### src/core/tmirq_defines.svh
// Register offsets, field positions and reset values of the interrupt and pad block
`ifndef TMIRQ_DEFINES_SVH
`define TMIRQ_DEFINES_SVH

`define TMIRQ_OFS_IEN_SET      8'h20
`define TMIRQ_OFS_IEN_CLR      8'h24
`define TMIRQ_OFS_IMASK        8'h28
`define TMIRQ_OFS_STAT_CLR     8'h2c
`define TMIRQ_OFS_PARAMS       8'h30
`define TMIRQ_OFS_VERSION      8'h34
`define TMIRQ_OFS_FAST_WAVE    8'h38
`define TMIRQ_OFS_PAD_NORM     8'h3c
`define TMIRQ_OFS_PAD_FAST     8'h40

// Status bit positions
`define TMIRQ_B_RECEIVE_READY          0
`define TMIRQ_B_TRANSMIT_READY          1
`define TMIRQ_B_COMMAND_SLOT_READY           2
`define TMIRQ_B_COMMAND_COMPLETE          3
`define TMIRQ_B_IDLE           4
`define TMIRQ_B_BUS_IDLE_FLAG        5
`define TMIRQ_B_ADDRESS_PHASE_NACK           8
`define TMIRQ_B_DATA_PHASE_NACK           9
`define TMIRQ_B_ARB            10
`define TMIRQ_B_SMBUS_TIMEOUT           12
`define TMIRQ_B_PEC            13
`define TMIRQ_B_STOPACC        14
`define TMIRQ_B_MCACK          17

// Implemented interrupt source bits and sticky clearable bits
`define TMIRQ_IRQ_BITS         32'h0002_773f
`define TMIRQ_STICKY_BITS      32'h0002_7708
`define TMIRQ_MASK_RESET       32'h0000_0000
`define TMIRQ_CFG_RESET        32'h0000_0000

// Identity values are arbitrary
`define TMIRQ_VERSION_NUM      12'h001
`define TMIRQ_VARIANT_NUM      4'h0

// Filter codes
`define TMIRQ_FILT_STD_FAST    2'h2
`define TMIRQ_FILT_FAST_PLUS   2'h3
`define TMIRQ_FILT_HIGH_SPEED  2'h1

`endif

### src/core/tmirq_pkg.sv
// Types shared by the interrupt and pad block
package tmirq_pkg;
    typedef struct packed {
        logic       wrEn;
        logic       rdEn;
        logic [7:0] addr;
        logic [31:0] wdata;
    } tmirq_bus_req_s;

    typedef struct packed {
        logic [1:0] filter;
        logic [1:0] clkSlew;
        logic [1:0] clkPullup;
        logic [2:0] clkPulldown;
        logic [1:0] dataSlew;
        logic [2:0] dataPulldown;
    } tmirq_pad_s;

    typedef struct packed {
        logic [2:0] prescExp;
        logic [3:0] dataHold;
        logic [7:0] startStop;
        logic [7:0] highTime;
        logic [7:0] lowTime;
    } tmirq_wave_s;
endpackage

### src/core/tmirq_pad_sel.sv
// Pad setting selection between normal and high-speed register contents
`timescale 1ns/100ps
`include "tmirq_defines.svh"
module tmirq_pad_sel
    import tmirq_pkg::*;
(
    input  wire logic        highSpeed,
    input  wire logic [31:0] padNorm,
    input  wire logic [31:0] padFast,
    output tmirq_pad_s       padSel,
    output logic             filterOk
);
    tmirq_pad_s normF;
    tmirq_pad_s fastF;

    always_comb
    begin
        normF.filter       = padNorm[29:28];
        normF.clkSlew      = padNorm[25:24];
        normF.clkPullup    = 2'h0;
        normF.clkPulldown  = padNorm[18:16];
        normF.dataSlew     = padNorm[9:8];
        normF.dataPulldown = padNorm[2:0];
        fastF.filter       = padFast[29:28];
        fastF.clkSlew      = padFast[25:24];
        fastF.clkPullup    = padFast[21:20];
        fastF.clkPulldown  = padFast[18:16];
        fastF.dataSlew     = padFast[9:8];
        fastF.dataPulldown = padFast[2:0];
    end

    // Fast settings only during high-speed transfers
    assign padSel = highSpeed ? fastF : normF;

    // Reserved filter codes flagged
    assign filterOk = highSpeed ? (fastF.filter == `TMIRQ_FILT_HIGH_SPEED)
                                : (normF.filter[1] == 1'b1);
endmodule

### src/core/tmirq_regs.sv
// Interrupt mask, status clear, identity, fast waveform and pad registers
`timescale 1ns/100ps
`include "tmirq_defines.svh"
//
// Function
// - A one written to the enable-set register sets that mask bit, a zero leaves it.
// - A one written to the disable register clears that mask bit, a zero leaves it.
// - The mask register is read-only, resets to zero, and a one enables its source.
// - A one written to status-clear clears that sticky flag and its pending request.
// - Receive-ready is high exactly while a received byte is waiting.
// - The parameter register bit zero reports high-speed support.
// - The version register returns a 12-bit version and a variant, with no effect.
// - The fast waveform register sets the clock timing only during high-speed transfers.
// - Normal pad filter value 2 selects standard/fast, 3 fast-plus, 0 and 1 reserved.
// - Normal pad slew and pull-down fields apply in standard, fast and fast-plus mode.
// - The fast pad register adds clock pull-up; filter 1 is high-speed; applies in HS only.
// - In high-speed mode data pull-down strength comes from the fast pad register.
module tmirq_regs
    import tmirq_pkg::*;
#(
    parameter logic HS_SUPPORTED = 1'b1
)
(
    input  wire logic        core_clk,
    input  wire logic        rst,
    input  tmirq_bus_req_s   busReq,
    output logic [31:0]      rdData_ff,
    output logic             rdValid_ff,
    input  wire logic        highSpeed,
    input  wire logic        rxByteWaiting,
    input  wire logic        txReady,
    input  wire logic        cmdSlotReady,
    input  wire logic        idle,
    input  wire logic        bus_idle_flag,
    input  wire logic [31:0] eventPulse,
    output logic             irq_ff,
    output tmirq_wave_s      clkWave_ff,
    output tmirq_pad_s       pad_ff,
    output logic             filterOk_ff
);
    logic [31:0] mask_ff;
    logic [31:0] sticky_ff;
    logic [31:0] fastWave_ff;
    logic [31:0] normWave_ff;
    logic [31:0] padNorm_ff;
    logic [31:0] padFast_ff;
    logic [31:0] status;
    logic [31:0] nxt_rdData;
    tmirq_pad_s  padSel;
    logic        filterOk;

    function automatic logic hit(input tmirq_bus_req_s r, input logic [7:0] ofs);
        hit = r.wrEn && (r.addr == ofs);
    endfunction

    // Mask register; enable-set wins over disable in the same cycle
    always_ff @(posedge core_clk)
    begin
        if (rst)
            mask_ff <= `TMIRQ_MASK_RESET;
        else if (hit(busReq, `TMIRQ_OFS_IEN_SET))
            mask_ff <= mask_ff | (busReq.wdata & `TMIRQ_IRQ_BITS);
        else if (hit(busReq, `TMIRQ_OFS_IEN_CLR))
            mask_ff <= mask_ff & ~busReq.wdata;
    end

    // Sticky flags; a new event wins over a clear in the same cycle
    always_ff @(posedge core_clk)
    begin
        if (rst)
            sticky_ff <= 32'h0000_0000;
        else if (hit(busReq, `TMIRQ_OFS_STAT_CLR))
            sticky_ff <= ((sticky_ff & ~busReq.wdata) | eventPulse)
                         & `TMIRQ_STICKY_BITS;
        else
            sticky_ff <= (sticky_ff | eventPulse) & `TMIRQ_STICKY_BITS;
    end

    // Live level flags follow their sources, no clear needed
    always_comb
    begin
        status = sticky_ff;
        status[`TMIRQ_B_RECEIVE_READY]   = rxByteWaiting;
        status[`TMIRQ_B_TRANSMIT_READY]   = txReady;
        status[`TMIRQ_B_COMMAND_SLOT_READY]    = cmdSlotReady;
        status[`TMIRQ_B_IDLE]    = idle;
        status[`TMIRQ_B_BUS_IDLE_FLAG] = bus_idle_flag;
    end

    always_ff @(posedge core_clk)
    begin
        if (rst)
            irq_ff <= 1'b0;
        else
            irq_ff <= |(status & mask_ff);
    end

    // Configuration registers
    always_ff @(posedge core_clk)
    begin
        if (rst)
            fastWave_ff <= `TMIRQ_CFG_RESET;
        else if (hit(busReq, `TMIRQ_OFS_FAST_WAVE))
            fastWave_ff <= busReq.wdata & 32'h7fff_ffff;
    end

    always_ff @(posedge core_clk)
    begin
        if (rst)
            padNorm_ff <= `TMIRQ_CFG_RESET;
        else if (hit(busReq, `TMIRQ_OFS_PAD_NORM))
            padNorm_ff <= busReq.wdata & 32'h3307_0307;
    end

    always_ff @(posedge core_clk)
    begin
        if (rst)
            padFast_ff <= `TMIRQ_CFG_RESET;
        else if (hit(busReq, `TMIRQ_OFS_PAD_FAST))
            padFast_ff <= busReq.wdata & 32'h3337_0307;
    end

    // Normal waveform lives elsewhere; held at reset value here
    always_ff @(posedge core_clk)
    begin
        normWave_ff <= `TMIRQ_CFG_RESET;
    end

    // Waveform used by the clock generator
    always_ff @(posedge core_clk)
    begin
        if (rst)
            clkWave_ff <= '0;
        else if (highSpeed)
            clkWave_ff <= fastWave_ff[30:0];
        else
            clkWave_ff <= normWave_ff[30:0];
    end

    tmirq_pad_sel u_pad_sel
    (
        .highSpeed (highSpeed),
        .padNorm   (padNorm_ff),
        .padFast   (padFast_ff),
        .padSel    (padSel),
        .filterOk  (filterOk)
    );

    always_ff @(posedge core_clk)
    begin
        if (rst)
        begin
            pad_ff      <= '0;
            filterOk_ff <= 1'b0;
        end
        else
        begin
            pad_ff      <= padSel;
            filterOk_ff <= filterOk;
        end
    end

    // Read mux; write-only and unmapped offsets read zero
    always_comb
    begin
        nxt_rdData = 32'h0000_0000;
        case (busReq.addr)
            `TMIRQ_OFS_IMASK:     nxt_rdData = mask_ff;
            `TMIRQ_OFS_PARAMS:    nxt_rdData = {31'h0, HS_SUPPORTED};
            `TMIRQ_OFS_VERSION:   nxt_rdData = {12'h000, `TMIRQ_VARIANT_NUM,
                                                4'h0, `TMIRQ_VERSION_NUM};
            `TMIRQ_OFS_FAST_WAVE: nxt_rdData = fastWave_ff;
            `TMIRQ_OFS_PAD_NORM:  nxt_rdData = padNorm_ff;
            `TMIRQ_OFS_PAD_FAST:  nxt_rdData = padFast_ff;
            default:              nxt_rdData = 32'h0000_0000;
        endcase
    end

    always_ff @(posedge core_clk)
    begin
        if (rst)
        begin
            rdData_ff  <= 32'h0000_0000;
            rdValid_ff <= 1'b0;
        end
        else
        begin
            rdData_ff  <= busReq.rdEn ? nxt_rdData : 32'h0000_0000;
            rdValid_ff <= busReq.rdEn;
        end
    end
endmodule

### config.mk
export PLATFORM = sky130hd
export DESIGN_NAME = tmirq_regs
export DESIGN_NICKNAME = d
export VERILOG_FILES = /design/src/core/tmirq_pkg.sv /design/src/core/tmirq_pad_sel.sv /design/src/core/tmirq_regs.sv
export VERILOG_INCLUDE_DIRS = /design/src /design/src/core
export SDC_FILE = /design/constraint.sdc
export NUM_CORES = 1
export LEC_CHECK = 0
export ABC_AREA = 1
export BUFFER_PORTS_ARGS = -buffer_cell sky130_fd_sc_hd__clkbuf_2
export CORE_MARGIN = 1
export CORE_UTILIZATION = 35
export CTS_CLUSTER_SIZE = 12
export DETAILED_ROUTE_END_ITERATION = 8
export SLEW_MARGIN = 15
export SYNTH_ARGS = -nofsm -noshare
export SYNTH_HDL_FRONTEND = slang
export SYNTH_SLANG_ARGS = --single-unit
export TNS_END_PERCENT = 50
### constraint.sdc
create_clock -name core_clk -period 1.44 [get_ports core_clk]
set_input_delay 0.072 -clock core_clk [delete_from_list [all_inputs] [get_ports core_clk]]
set_output_delay 0.072 -clock core_clk [all_outputs]
set_load 0.005 [all_outputs]
# ---- After elaboration in Yosys (flattened, before gate mapping)
# Cells that the tools add are included.
# W data, S select, Z words.
dict set report word_totals {
  regBits 187
  input_bits 82
  out_inout_bits 80
  elab_cells 56
}
dict set report op_classes {
  n_eq_ne 10
  n_mux 6
  n_bitwise 9
  reduce_logical 11
}
# operator n
set op_table {}
lappend op_table {{$pmux W32 S5} 1}
lappend op_table {{$eq A8 B6 Y1 const B} 8}
lappend op_table {{$mux W32} 2}
lappend op_table {{$or A18 B18 Y18} 2}
lappend op_table {{$and A18 B32 Y32} 1}
lappend op_table {{$and A32 B32 Y32} 1}
lappend op_table {{$not A32 Y32} 1}
lappend op_table {{$or A32 B18 Y32} 1}
lappend op_table {{$reduce_or A32 Y1} 1}
lappend op_table {{$and A18 B18 Y18} 1}
lappend op_table {{$mux W18} 1}
lappend op_table {{$mux W14} 1}
lappend op_table {{$eq A8 B7 Y1 const B} 1}
lappend op_table {{$logic_and A1 B1 Y1} 6}
lappend op_table {{$reduce_or A2 Y1} 3}
lappend op_table {{$eq A2 B1 Y1 const B} 1}
lappend op_table {{$not A1 Y1} 2}
lappend op_table {{$reduce_bool A2 Y1} 1}
lappend op_table {{$mux W1} 1}

# ---- Depth between registers and ports, before layout
dict set report depth {
  ltp_word 4
  mapped_depth 9
}

# ---- By module
# A second synthesis with hierarchy kept.
dict set report hier_totals {
  cells_unflattened 876
  area_unflattened_um2 6601.3
}
# module n_inst cells_each area_each_um2 seq_area_each_um2
set modules_own_cells {}
lappend modules_own_cells {tmirq_regs 1 829 6377.4 3543.4}
lappend modules_own_cells {tmirq_pad_sel 1 47 224.0 0.0}

# ---- Least setup slack after synthesis
# OpenSTA, ideal clock, no wires.
dict set report synth_timing {
  path_kind {input to register}
  start {input port busReq[41] (netlist bit)}
  end {register mask_ff[21]}
  arrival_ns 1.001
  path_slack_ns 0.328
  path_stages 9
  n_path_buf 3
  path_cell_list {buf_4 -> nand2_2 -> nor3_4 -> and2_1 -> buf_4 -> buf_6 -> nand2_1 -> nand3_1 -> inv_1}
}
dict set report synth_via {
  elab_chain_len 2
  elab_cells_between_ends 4
}
# element line_no
set synth_rtl {}
lappend synth_rtl {{start, declared} tmirq_regs.sv:26} ;# input tmirq_bus_req_s busReq,
lappend synth_rtl {{$logic_and A1 B1 Y1} tmirq_regs.sv:53} ;# hit = r.wrEn && (r.addr == ofs);
lappend synth_rtl {{$mux W32 / $reduce_bool A2 Y1 (equally long branches)} n/a}
lappend synth_rtl {{end signal, assigned} tmirq_regs.sv:60} ;# mask_ff <= `TMIRQ_MASK_RESET;
lappend synth_rtl {{end signal, assigned} tmirq_regs.sv:62} ;# mask_ff <= mask_ff | (busReq.wdata & `TMIRQ_IRQ_BITS);
lappend synth_rtl {{end signal, assigned} tmirq_regs.sv:64} ;# mask_ff <= mask_ff & ~busReq.wdata;
lappend synth_rtl {{end, declared} tmirq_regs.sv:41} ;# logic [31:0] mask_ff;
# Parallel ways exist; a longest one is shown, timed or not.
# A chain may end at the register's enable or synchronous reset.

# ---- Worst setup path in the final report
dict set report layout_timing {
  start {input port busReq[33] (netlist bit)}
  end {register sticky_ff[3]}
}
dict set report layout_via {
  elab_chain_len 3
}
# element line_no
set layout_rtl {}
lappend layout_rtl {{$eq A8 B6 Y1} tmirq_regs.sv:53}
lappend layout_rtl {{$logic_and A1 B1 Y1} tmirq_regs.sv:53}
lappend layout_rtl {{$mux W18} tmirq_regs.sv:72} ;# else if (hit(busReq, `TMIRQ_OFS_STAT_CLR))
lappend layout_rtl {{end signal, assigned} tmirq_regs.sv:73} ;# sticky_ff <= ((sticky_ff & ~busReq.wdata) | eventPulse)
lappend layout_rtl {{end signal, assigned} tmirq_regs.sv:76} ;# sticky_ff <= (sticky_ff | eventPulse) & `TMIRQ_STICKY_BITS;
lappend layout_rtl {{end, declared} tmirq_regs.sv:42} ;# logic [31:0] sticky_ff;
# Every way passes these cells.

==> results_dict.tcl <==
set metrics [dict create \
    cp.required_ns 1.75 \
    slew_headroom_pct 58.1 \
    path_class "in2reg" \
    cts_htree_levels 4 \
    pre_cts_ws_ns 0.0654 \
    syn_avg_cell_area_sq_um 7.66 \
    leakage_nw 3.67 \
    die-area_sq_mm 0.0197 \
    slew_viol_final 0 \
    die_w_microns 140 \
    cp-end-kind "flop" \
    crit_top_cell "nor2_4" \
    hp-class "in2reg" \
    synth_seq_cells 177 \
    synth_warnings 0 \
    slowest_stage "dlygate4sd3_1" \
    final_cells 1307 \
    r2r-start "sticky_ff[3]" \
    wl_per_cell_microns 14.7 \
    synth_area_leaders "dfxtp_1 53%, nand3_1 11%, nor2_1 7.4%, nand2_1 6.2%, inv_1 5.0%" \
    antenna_cells 0 \
    pwr_density_cell_mw_per_mm2 1180 \
    dr.pass1.iters 5 \
    grt_antenna_before_repair 2 \
    grt_usage_pct 20.3 \
    start_kind "primary input" \
    grt_pass1_wl_mm 30.8 \
    setup_viol 0 \
    synth_top_area_share_pct 52.8 \
    cts_buffer_depth 2 \
    grt_pass1_vias 6019 \
    hold_ws_ns 0.0192 \
    fin_util_pct 47.2 \
    io_pins 162 \
    die_h_microns 140 \
    final_common_cell "dfxtp_1" \
    syn_area_sq_mm 0.00671 \
    viasPerCell 4.82 \
    cpPeakStageDelay_ns 0.56 \
    cts_sinks 177 \
    yosys.area.top_type "dfxtp_1" \
    drc 0 \
    fin_nets 1143 \
    clock_latency_ns 0.44 \
    place.gp.congestion 0.802 \
    setup_ws_ns 0.137 \
    io_buffer_count 137 \
    critical_path_arrival_ns 1.61 \
    core_area_sq_mm 0.0188 \
    timing_hold_violations_final 0 \
    critical_path.startpoint "busReq[33]" \
    cts_tree "built" \
    grt-ovfl-total 0 \
    numCtsBuffers 17 \
    cp_max_fo 8 \
    worst_clock_skew_ns 0.00724 \
    tightest_slew_ns 0.628 \
    setup_tns_ns 0 \
    final_area_sq_mm 0.00885 \
    drv_cap 0 \
    start_util_pct 35.7 \
    rsz0062_at_grt "no" \
    root_buffer "clkbuf_16" \
    mostFrequentLayoutCells "177 x dfxtp_1, 151 x nand3_1, 137 x clkbuf_2, 132 x nor2_1, 110 x nand2_1" \
    period_minus_slack_ns 1.30 \
    syn_nets 958 \
    fin_crit_sh_pct 90.5 \
    power_mw 10.4 \
    via_count 6298 \
    numPlacedInstances 1231 \
    drive_gt1_share_pct 21.2 \
    max_freq_ghz 0.767 \
    ir_drop_v 0.000810 \
    grt_max_degree 54 \
    synthCells 876 \
    synth.yosys.seq_area_share_pct 52.8 \
    postRouteAntennaNets 0 \
    rows 50 \
    synth_cell_types 23 \
    drt_iter0_markers 414 \
    dp.final_hpwl_mm 12.9 \
    status "complete, no violations" \
    placed_cell_area_sq_mm 0.00776 \
    postRouteWirelength_mm 19.2 \
    area_growth_pct 32.0 \
    clkTransAtPathRegs_ns 0.07 \
    reg2reg_slack_ns 0.23 \
    hp-start "busReq[40]" \
    path_cells "clkbuf_2 -> nor2_4 -> buf_4 -> nand2_1 -> nor2_4 -> buf_6 -> nand3_1 -> a21oi_1 -> dlygate4sd3_1 -> nor2_1" \
]
==> logic make-up (layout without fill, tap and decap cells) <==
group | Yosys count | in the layout | synth area share [%]
AND/OR/NAND/NOR | 431 | 431 | 28.6
flip-flops | 177 | 177 | 52.8
buffers and inverters | 145 | 342 | 9.37
AO/OA/AOI/OAI | 123 | 123 | 9.18
==> synth_stat cells <==
master and number:
clkbuf_1 21, o21ai_1 9, nand4_1 4, inv_2 1
nand2_2 7, buf_6 6, nand3_1 151, o21ai_0 53
nor2_1 132, nand3_2 1, buf_4 3, inv_1 90
dfxtp_1 177, nor2_2 4, buf_1 2, nand2_1 111
and2_1 1, buf_2 22, nor3_1 14, nor3_2 1
nor2_4 4, nor3_4 1, a21oi_1 61
==> worst paths after layout <==
check | endpoint | depth (start not counted)
worst max-delay path | sticky_ff[3] | 10
worst min-delay path | rdValid_ff | 3
worst max register to register | sticky_ff[3] | 3
worst min register to register | clkWave_ff[27] | 2
==> worst max-delay path: cells and delay by family <==
family	cells	cell delay, ns
buf+inv	4	0.95
compound gates	1	0.12
simple gates	5	0.47
==> what timing repair did <==
| action | 4_1_cts | 5_1_grt |
|---|---|---|
| setup buffers | 0 | 2 |
| endpoints found under the hold margin | 88 | 0 |
| gates resized for setup | 0 | 5 |
| endpoints found under the setup margin | 0 | 4 |
| hold buffers | 43 | 0 |
==> flip-flops by register name, indices dropped and copies added, names as in the netlist, named ones only <==
| signal | count |
|---|---|
| filterOk_ff | 1 |
| irq_ff | 1 |
| fastWave_ff | 31 |
| padNorm_ff | 12 |
| sticky_ff | 8 |
| pad_ff | 14 |
| padFast_ff | 14 |
| rdData_ff | 32 |
| mask_ff | 19 |
| rdValid_ff | 1 |
| clkWave_ff | 31 |
==> power by group <==
part	internal [mW]	leakage, nW	switching [mW]
Combinational	0.225	1.94	0.325
Sequential	4.93	1.43	0.0147
Clock	2.95	0.296	1.99
==> final cells by class <==
type	instances	area, sq um
Clock buffer	19	443
Fill cell	1869	9910
Multi-Input combinational cell	554	2550
Inverter	91	342
Tap cell	234	293
Timing Repair Buffer	220	1500
Sequential cell	177	3540
Clock inverter	12	183
==> layer usage <==
metal	part of all wire (%)	up-vias	GRT usage (%)
li1	-	3179	-
met3	6.3	25	4.34
met5	0	-	0
met4	1.9	0	7.23
met2	47	206	33.5
met1	45	2888	26.0
No activity file was read; power rests on OpenSTA's default activity.
